`src/inc/ifd_params.svh`:
```
`ifndef IFD_PARAMS_SVH
`define IFD_PARAMS_SVH

// ************************************************************
// register addresses and layout
// ************************************************************
`define IFD_FLAGS_ADDR 8'hF7
`define IFD_SCR0_ADDR 8'hFF
`define IFD_FLAGS_RESET 8'h02
`define IFD_FLAGS_WMASK 8'hD7
`define IFD_PGM_HI 7
`define IFD_PGM_LO 6
`define IFD_BANK_BIT 4
`define IFD_CARRY_BIT 2
`define IFD_ZERO_BIT 1
`define IFD_GIE_BIT 0

// ************************************************************
// opcode values
// ************************************************************
`define IFD_OP_SVC 8'h00
`define IFD_OP_NOP 8'h40
`define IFD_OP_HALT 8'h30
`define IFD_OP_PUSH_A 8'h08
`define IFD_OP_PUSH_X 8'h10
`define IFD_OP_LONG_JUMP 8'h7D
`define IFD_OP_LONG_CALL 8'h7C
`define IFD_OP_MOV_MM 8'h5F
`define IFD_OP_AND_F 8'h70
`define IFD_OP_OR_F 8'h71
`define IFD_OP_XOR_F 8'h72
`define IFD_REL_MIN 4'h8
`define IFD_SVC_VECTOR 16'h0000
`define IFD_HALT_VALUE 8'h01

`endif

```
`src/inc/ifd_pkg.sv`:
```
package ifd_pkg;

	typedef enum logic [6:0] {
		IFD_FMT_OP = 7'b000_0001,
		IFD_FMT_REL = 7'b000_0010,
		IFD_FMT_IMM = 7'b000_0100,
		IFD_FMT_ADR = 7'b000_1000,
		IFD_FMT_LONG = 7'b001_0000,
		IFD_FMT_ADR_IMM = 7'b010_0000,
		IFD_FMT_ADR_ADR = 7'b100_0000
	} ifd_fmt_t;

	typedef struct packed {
		ifd_fmt_t fmt;
		logic [7:0] opcode;
		logic [7:0] byte1;
		logic [7:0] byte2;
		logic [1:0] length;
	} ifd_instr_t;

	typedef struct packed {
		logic [1:0] ram_page_select_mode;
		logic register_bank_select;
		logic carry;
		logic zero;
		logic global_irq_enable;
	} ifd_flags_t;

	typedef struct packed {
		logic [15:0] addr;
		logic rd;
	} ifd_fetch_req_t;

	typedef struct packed {
		logic [8:0] addr;
		logic [7:0] wdata;
		logic wr;
		logic rd;
	} ifd_reg_req_t;

	typedef struct packed {
		logic [7:0] addr;
		logic [7:0] wdata;
		logic wr;
		logic rd;
	} ifd_ram_req_t;

endpackage

```
`src/core/ifd_format_sort.sv`:
```
`timescale 1ns/1ns
`default_nettype none
`include "ifd_params.svh"

module ifd_format_sort
	import ifd_pkg::*;
(
	input wire logic [7:0] opcode,
	output ifd_fmt_t fmt,
	output logic [1:0] length
);

	// ************************************************************
	// opcode class to format
	// ************************************************************
	always_comb begin
		fmt = IFD_FMT_OP;
		length = 2'd1;
		if (opcode[7:4] >= `IFD_REL_MIN) begin
			fmt = IFD_FMT_REL;
			length = 2'd2;
		end else if (opcode == `IFD_OP_LONG_JUMP || opcode == `IFD_OP_LONG_CALL) begin
			fmt = IFD_FMT_LONG;
			length = 2'd3;
		end else if (opcode == `IFD_OP_MOV_MM) begin
			fmt = IFD_FMT_ADR_ADR;
			length = 2'd3;
		end else if (opcode[2:0] == 3'd7 || opcode[2:0] == 3'd3) begin
			fmt = IFD_FMT_ADR_IMM;
			length = 2'd3;
		end else if (opcode[2:0] == 3'd1 || opcode == `IFD_OP_AND_F ||
			opcode == `IFD_OP_OR_F || opcode == `IFD_OP_XOR_F) begin
			fmt = IFD_FMT_IMM;
			length = 2'd2;
		end else if (opcode[2:0] == 3'd2 || opcode[2:0] == 3'd4 ||
			opcode[2:0] == 3'd5 || opcode[2:0] == 3'd6) begin
			fmt = IFD_FMT_ADR;
			length = 2'd2;
		end
		if (opcode == `IFD_OP_SVC || opcode == `IFD_OP_NOP ||
			opcode == `IFD_OP_HALT || opcode == `IFD_OP_PUSH_A ||
			opcode == `IFD_OP_PUSH_X) begin
			fmt = IFD_FMT_OP;
			length = 2'd1;
		end
	end

endmodule
`default_nettype wire

```
`src/core/ifd_rel_target.sv`:
```
`timescale 1ns/1ns
`default_nettype none

module ifd_rel_target (
	input wire logic [15:0] pc,
	input wire logic [11:0] offset,
	output logic [15:0] target
);

	// ************************************************************
	// sign extend and add
	// ************************************************************
	always_comb begin
		target = pc + {{4{offset[11]}}, offset};
	end

endmodule
`default_nettype wire

```
`src/core/ifd_core.sv`:
```
`timescale 1ns/1ns
`default_nettype none
`include "ifd_params.svh"

module ifd_core
	import ifd_pkg::*;
(
	input wire logic clock,
	input wire logic srst,
	output ifd_fetch_req_t fetch_req,
	input wire logic [7:0] fetch_data,
	input wire logic fetch_ready,
	output ifd_reg_req_t reg_req,
	input wire logic [7:0] reg_rdata,
	output ifd_ram_req_t ram_req,
	input wire logic [7:0] ram_rdata,
	input wire logic irq,
	input wire logic [7:0] alu_flags_set,
	input wire logic alu_flags_valid,
	output ifd_instr_t instr,
	output logic instr_valid,
	output ifd_flags_t flags,
	output logic [15:0] pc,
	output logic [7:0] stack_ptr,
	output logic in_supervisory_rom,
	output logic irq_taken
);

	typedef enum logic [6:0] {
		ST_FETCH0 = 7'b000_0001,
		ST_FETCH1 = 7'b000_0010,
		ST_FETCH2 = 7'b000_0100,
		ST_EXEC = 7'b000_1000,
		ST_IRQ_PUSH = 7'b001_0000,
		ST_COPY_RD = 7'b010_0000,
		ST_COPY_WR = 7'b100_0000
	} ifd_state_t;

	// ************************************************************
	// state
	// ************************************************************
	ifd_state_t state_r;
	logic [7:0] op_r;
	logic [7:0] b1_r;
	logic [7:0] b2_r;
	logic [15:0] pc_r;
	logic [7:0] sp_r;
	logic [7:0] flags_r;
	logic [7:0] copy_r;
	logic svc_r;
	logic irq_taken_r;
	ifd_fmt_t fmt;
	logic [1:0] len;
	logic [15:0] rel_target;
	logic [7:0] flags_nxt;

	ifd_format_sort u_sort (
		.opcode(op_r),
		.fmt(fmt),
		.length(len)
	);

	ifd_rel_target u_rel (
		.pc(pc_r),
		.offset({op_r[3:0], b1_r}),
		.target(rel_target)
	);

	wire logic exec = (state_r == ST_EXEC);
	wire logic fetch_hit = fetch_req.rd && fetch_ready;
	wire logic flag_op = (op_r == `IFD_OP_AND_F) || (op_r == `IFD_OP_OR_F) ||
		(op_r == `IFD_OP_XOR_F);
	wire logic branch = (fmt == IFD_FMT_REL) || (fmt == IFD_FMT_LONG) ||
		(op_r == `IFD_OP_SVC);

	// ************************************************************
	// fetch sequencing
	// ************************************************************
	always_ff @(posedge clock) begin
		if (srst) begin
			state_r <= ST_FETCH0;
		end else begin
			unique case (state_r)
				ST_FETCH0: begin
					if (fetch_ready) begin
						state_r <= ST_FETCH1;
					end
				end
				ST_FETCH1: begin
					if (len == 2'd1) begin
						state_r <= ST_EXEC;
					end else if (fetch_ready) begin
						state_r <= (len == 2'd3) ? ST_FETCH2 : ST_EXEC;
					end
				end
				ST_FETCH2: begin
					if (fetch_ready) begin
						state_r <= ST_EXEC;
					end
				end
				ST_EXEC: begin
					if (fmt == IFD_FMT_ADR_ADR) begin
						state_r <= ST_COPY_RD;
					end else if (irq && flags_r[`IFD_GIE_BIT]) begin
						state_r <= ST_IRQ_PUSH;
					end else begin
						state_r <= ST_FETCH0;
					end
				end
				ST_COPY_RD: begin
					state_r <= ST_COPY_WR;
				end
				ST_COPY_WR: begin
					state_r <= ST_FETCH0;
				end
				ST_IRQ_PUSH: begin
					state_r <= ST_FETCH0;
				end
			endcase
		end
	end

	// ************************************************************
	// instruction bytes
	// ************************************************************
	always_ff @(posedge clock) begin
		if (srst) begin
			op_r <= 8'h00;
			b1_r <= 8'h00;
			b2_r <= 8'h00;
		end else begin
			if (state_r == ST_FETCH0 && fetch_ready) begin
				op_r <= fetch_data;
				b1_r <= 8'h00;
				b2_r <= 8'h00;
			end
			if (state_r == ST_FETCH1 && len != 2'd1 && fetch_ready) begin
				b1_r <= fetch_data;
			end
			if (state_r == ST_FETCH2 && fetch_ready) begin
				b2_r <= fetch_data;
			end
		end
	end

	// ************************************************************
	// program counter and supervisory entry
	// ************************************************************
	always_ff @(posedge clock) begin
		if (srst) begin
			pc_r <= 16'h0000;
			svc_r <= 1'b0;
		end else if (exec) begin
			if (fmt == IFD_FMT_REL) begin
				pc_r <= rel_target;
			end else if (fmt == IFD_FMT_LONG) begin
				pc_r <= {b1_r, b2_r};
			end else if (op_r == `IFD_OP_SVC) begin
				pc_r <= `IFD_SVC_VECTOR;
				svc_r <= 1'b1;
			end else begin
				pc_r <= pc_r + {14'h0000, len};
			end
		end
	end

	// ************************************************************
	// fetch port
	// ************************************************************
	always_ff @(posedge clock) begin
		if (srst) begin
			fetch_req <= '0;
		end else begin
			// drop the strobe on the answer so one byte is asked once
			fetch_req.rd <= !fetch_ready && ((state_r == ST_FETCH0) ||
				(state_r == ST_FETCH1 && len != 2'd1) ||
				state_r == ST_FETCH2);
			unique case (state_r)
				ST_FETCH1: fetch_req.addr <= pc_r + 16'h0001;
				ST_FETCH2: fetch_req.addr <= pc_r + 16'h0002;
				default: fetch_req.addr <= pc_r;
			endcase
		end
	end

	// ************************************************************
	// stack pointer
	// ************************************************************
	always_ff @(posedge clock) begin
		if (srst) begin
			sp_r <= 8'h00;
		end else if ((exec && (op_r == `IFD_OP_PUSH_A ||
			op_r == `IFD_OP_PUSH_X)) || state_r == ST_IRQ_PUSH) begin
			sp_r <= sp_r + 8'h01;
		end
	end

	// ************************************************************
	// RAM port
	// ************************************************************
	always_ff @(posedge clock) begin
		if (srst) begin
			ram_req <= '0;
			copy_r <= 8'h00;
		end else begin
			ram_req <= '0;
			if (exec && (op_r == `IFD_OP_PUSH_A || op_r == `IFD_OP_PUSH_X)) begin
				ram_req.addr <= sp_r;
				ram_req.wr <= 1'b1;
			end else if (exec && fmt == IFD_FMT_ADR_ADR) begin
				ram_req.addr <= b2_r;
				ram_req.rd <= 1'b1;
			end else if (state_r == ST_COPY_RD) begin
				copy_r <= ram_rdata;
			end else if (state_r == ST_COPY_WR) begin
				ram_req.addr <= b1_r;
				ram_req.wdata <= copy_r;
				ram_req.wr <= 1'b1;
			end else if (state_r == ST_IRQ_PUSH) begin
				ram_req.addr <= sp_r;
				ram_req.wdata <= flags_r;
				ram_req.wr <= 1'b1;
			end
		end
	end

	// ************************************************************
	// register port
	// ************************************************************
	always_ff @(posedge clock) begin
		if (srst) begin
			reg_req <= '0;
		end else begin
			reg_req <= '0;
			if (exec && op_r == `IFD_OP_HALT) begin
				reg_req.addr <= {1'b0, `IFD_SCR0_ADDR};
				reg_req.wdata <= `IFD_HALT_VALUE;
				reg_req.wr <= 1'b1;
			end else if (exec && fmt == IFD_FMT_ADR) begin
				reg_req.addr <= {flags_r[`IFD_BANK_BIT], b1_r};
				reg_req.rd <= 1'b1;
			end
		end
	end

	// ************************************************************
	// flag register
	// ************************************************************
	always_comb begin
		flags_nxt = flags_r;
		if (exec && flag_op) begin
			unique case (op_r)
				`IFD_OP_AND_F: flags_nxt = flags_r & b1_r;
				`IFD_OP_OR_F: flags_nxt = flags_r | b1_r;
				default: flags_nxt = flags_r ^ b1_r;
			endcase
		end else if (alu_flags_valid) begin
			flags_nxt[`IFD_CARRY_BIT] = alu_flags_set[`IFD_CARRY_BIT];
			flags_nxt[`IFD_ZERO_BIT] = alu_flags_set[`IFD_ZERO_BIT];
		end
		if (exec && op_r == `IFD_OP_SVC) begin
			flags_nxt[`IFD_PGM_HI:`IFD_PGM_LO] = 2'b00;
		end
		flags_nxt = flags_nxt & `IFD_FLAGS_WMASK;
	end

	always_ff @(posedge clock) begin
		if (srst) begin
			flags_r <= `IFD_FLAGS_RESET;
			irq_taken_r <= 1'b0;
		end else begin
			irq_taken_r <= 1'b0;
			if (state_r == ST_IRQ_PUSH) begin
				flags_r <= flags_nxt & ~(8'h01 << `IFD_GIE_BIT);
				irq_taken_r <= 1'b1;
			end else begin
				flags_r <= flags_nxt;
			end
		end
	end

	// ************************************************************
	// decoded outputs
	// ************************************************************
	always_ff @(posedge clock) begin
		if (srst) begin
			instr <= '{fmt: IFD_FMT_OP, opcode: 8'h00, byte1: 8'h00,
				byte2: 8'h00, length: 2'd1};
			instr_valid <= 1'b0;
		end else begin
			// valid in the same cycle as the decoded word
			instr_valid <= exec;
			if (exec) begin
				instr <= '{fmt: fmt, opcode: op_r, byte1: b1_r,
					byte2: b2_r, length: len};
			end
		end
	end

	always_ff @(posedge clock) begin
		if (srst) begin
			flags <= '0;
			pc <= 16'h0000;
			stack_ptr <= 8'h00;
			in_supervisory_rom <= 1'b0;
			irq_taken <= 1'b0;
		end else begin
			flags <= {flags_r[7:6], flags_r[4], flags_r[2:0]};
			pc <= pc_r;
			stack_ptr <= sp_r;
			in_supervisory_rom <= svc_r;
			irq_taken <= irq_taken_r;
		end
	end

	wire logic unused_ok = ^{reg_rdata, branch, alu_flags_set[7:3],
		alu_flags_set[0]};

endmodule
`default_nettype wire

```
`config.mk`:
```
export PLATFORM = sky130hd
export DESIGN_NAME = ifd_core
export DESIGN_NICKNAME = d
export VERILOG_FILES = /design/src/inc/ifd_pkg.sv /design/src/core/ifd_format_sort.sv /design/src/core/ifd_rel_target.sv /design/src/core/ifd_core.sv
export VERILOG_INCLUDE_DIRS = /design/src /design/src/inc
export SDC_FILE = /design/constraint.sdc
export NUM_CORES = 1
export LEC_CHECK = 0
export ABC_AREA = 1
export BUFFER_PORTS_ARGS = -buffer_cell sky130_fd_sc_hd__buf_2
export CAP_MARGIN = 20
export CORE_MARGIN = 1.5
export CORE_UTILIZATION = 25
export CTS_CLUSTER_DIAMETER = 150
export DETAILED_ROUTE_END_ITERATION = 10
export GPL_TIMING_DRIVEN = 0
export PLACE_DENSITY = 0.53
export SYNTH_ARGS = -nofsm -noshare
export SYNTH_HDL_FRONTEND = slang
export SYNTH_HIERARCHICAL = 1
export SYNTH_SLANG_ARGS = --single-unit
```
`constraint.sdc`:
```
create_clock -name clock -period 4.1 [get_ports clock]
set_input_delay 0 -clock clock [delete_from_list [all_inputs] [get_ports clock]]
set_output_delay 0 -clock clock [all_outputs]
set_load 0.02 [all_outputs]
```
==> results.sh <==
export IMPL_rows=71
export IMPL_skew_ps=9.77
export IMPL_die_x_um=198
export IMPL_clk_pin_slew_worst_paths_ps=80
export IMPL_end_kind="register"
export IMPL_cp_required_ps=4450
export IMPL_grt_pass1_vias=9145
export IMPL_multi_input_area_mm2=0.00494
export IMPL_n_antenna_cell=0
export IMPL_power_mw=4.01
export IMPL_routed_top_layer="met4"
export IMPL_ys_seq_area_frac=0.386
export IMPL_clk_latency_ps=450
export IMPL_slew_headroom=0.407
export IMPL_wl_met3_um=1760
export IMPL_cts_buffer_depth=2
export IMPL_vdd_drop_max_mv=0.347
export IMPL_wl_um=33900
export IMPL_stdcell_area_mm2=0.0117
export IMPL_rsz0062_at_grt="false"
export IMPL_cellLeakagePower_nw=5.75
export IMPL_drcViolationCount=0
export IMPL_final_max_slew_viol_count=0
export IMPL_synth_seq_cells=183
export IMPL_dp_cells=2046
export IMPL_hold_path_class="in2reg"
export IMPL_power_density_mw_per_mm2=343
export IMPL_crit_path_max_fanout=10
export IMPL_io_pins=157
export IMPL_min_period_over_period=0.745
export IMPL_cp_start_kind="register"
export IMPL_die_area_mm2=0.0391
export IMPL_cts_tree="built"
export IMPL_grtUsageTotal=0.175
export IMPL_syn_avg_cell_area_um2=6.81
export IMPL_dr_wl_met2_um=15500
export IMPL_cts_max_level=4
export IMPL_fin_setup_tns_ps=0
export IMPL_layout_setup_ws_ps=1040
export IMPL_post_cts_setup_buffer_count=0
export IMPL_worst_hold_slack_ps=50.1
export IMPL_dieHeight_um=198
export IMPL_cts_sinks=183
export IMPL_final_util=0.312
export IMPL_dp_hpwl_um=26500
export IMPL_antenna_found_initial=0
export IMPL_yosys_warnings=6
export IMPL_io_buffers=135
export IMPL_worstMarginPinSlew_ps=889
export IMPL_final_nets=1648
export IMPL_wl_met1_um=16100
export IMPL_dr_first_iter_drc_count=737
export IMPL_fmax_mhz=327
export IMPL_gp_congestion=0.884
export IMPL_place_ws_ps=1170
export IMPL_syn_area_mm2=0.00949
export IMPL_vias=9639
export IMPL_drive_gt1_frac=0.174
export IMPL_setup_viol_count_final=0
export IMPL_syn_to_final_growth_pct=23.1
export IMPL_synth_cell_types=39
export IMPL_max_cap_violations=0
export IMPL_placed_cell_area_mm2=0.0108
export IMPL_ant_nets=0
export IMPL_via_per_inst=4.59
export IMPL_post_layout_nonfiller_instances=2101
export IMPL_overflow=0
export IMPL_post_cts_resized=0
export IMPL_cp_arrival_ps=3400
export IMPL_hold_viol_final=0
export IMPL_layout_commonest_cell="nand2_1"
export IMPL_seqCellArea_mm2=0.00366
export IMPL_syn_inst=1394
export IMPL_start_util=0.253
export IMPL_critPathKind="reg2reg"
export IMPL_layout_common_cells="nand2_1, dfxtp_1, nor2_1"
export IMPL_grt_max_degree=21
export IMPL_period_needed_ps=3060
export IMPL_grt_first_pass_wirelength_um=52300
export IMPL_fillers=4150
export IMPL_core_area_mm2=0.0375
export IMPL_status="finished clean"
export IMPL_post_drt_wl_per_cell_um=16.1
export IMPL_cts_buffers_inserted=17
export IMPL_clockRootBuffer="clkbuf_16"
export IMPL_first_pass_iters=5
[Yosys cell counts (all sizes together)]
cell    number  area [um2]
nand2      394        1560
buf         36         228
nand3      102         528
and2         1        8.76
nand4       22         153
a21o         1        7.51
o21ai       92         460
nor2       204         893
nor3        17         115
nor4         1        12.5
nand3b       5        37.5
inv        165         619
xnor2        2        17.5
fa           2        40.0
a31oi        1        6.26
a21oi       95         494
o211ai       4        30.0
a211oi       4        30.0
xor2        12         105
dfxtp      183        3660
conb         1        3.75
clkbuf      16        60.1
ha          32         400
or2          2        12.5
[cells by family (layout without fill, tap and decap cells)]
logic type | count (synthesis) | in the layout | synth area share
and+or+nand+nor | 748 | 748 | 0.350
buffers and inverters | 217 | 407 | 0.0956
AOI/OAI and AO/OA | 197 | 197 | 0.108
DFF | 183 | 183 | 0.386
adders and majority gates | 34 | 34 | 0.0464
xor gates and xnor gates | 14 | 14 | 0.0129
other | 1 | 7 | 0.000395
[sequential cells by signal (all words and copies together) (netlist names), 11 cells and up]
name       flops
pc_r          16
ram_req       18
fetch_req     17
pc            16
reg_req       11
instr         33
[report_power, final]
group	switching [mW]	internal, mW
Clock	0.856	0.885
Sequential	0.0407	1.80
Combinational	0.294	0.128
[critical path: stages (launching register included)]
cell	delay, ps
dfxtp_1	660
nor2_1	100
nand2_1	70
inv_1	50
nand2_2	70
nand3_2	90
a21oi_1	420
ha_1	300
fa_1	270
inv_1	110
nor2_4	190
nand2_1	110
o21ai_0	200
nand2_1	80
nand2_1	70
nand2_1	50
nand2_1	60
nand2_1	40
[routing by layer]
| layer | global-route usage | up-vias |
|---|---|---|
| met2 | 0.293 | 324 |
| met5 | 0 | - |
| met1 | 0.233 | 4485 |
| met4 | 0.0466 | 0 |
| met3 | 0.0242 | 45 |
| li1 | - | 4785 |
[area by class of cell]
class                           instances  area share
Clock buffer                           17      0.0364
Tap cell                              511      0.0547
Timing Repair Buffer                  158      0.0775
Multi-Input combinational cell       1000       0.423
Clock inverter                         15      0.0169
Buffer                                 52      0.0246
Sequential cell                       183       0.314
Inverter                              165      0.0530
[timing repair]
item,4_1_cts,5_1_grt
hold endpoints to repair,36,0
setup endpoints to repair,0,0
hold buffers,23,0
[final timing paths]
path               start    endpoint  slack (ps)  depth (start not counted)
max              op_r[3]    pc_r[14]        1040                         17
min          fetch_ready  state_r[2]          50                          4
max reg2reg      op_r[3]    pc_r[14]        1040                         17
min reg2reg  irq_taken_r   irq_taken         410                          2
(Power assumes the default switching activity.)
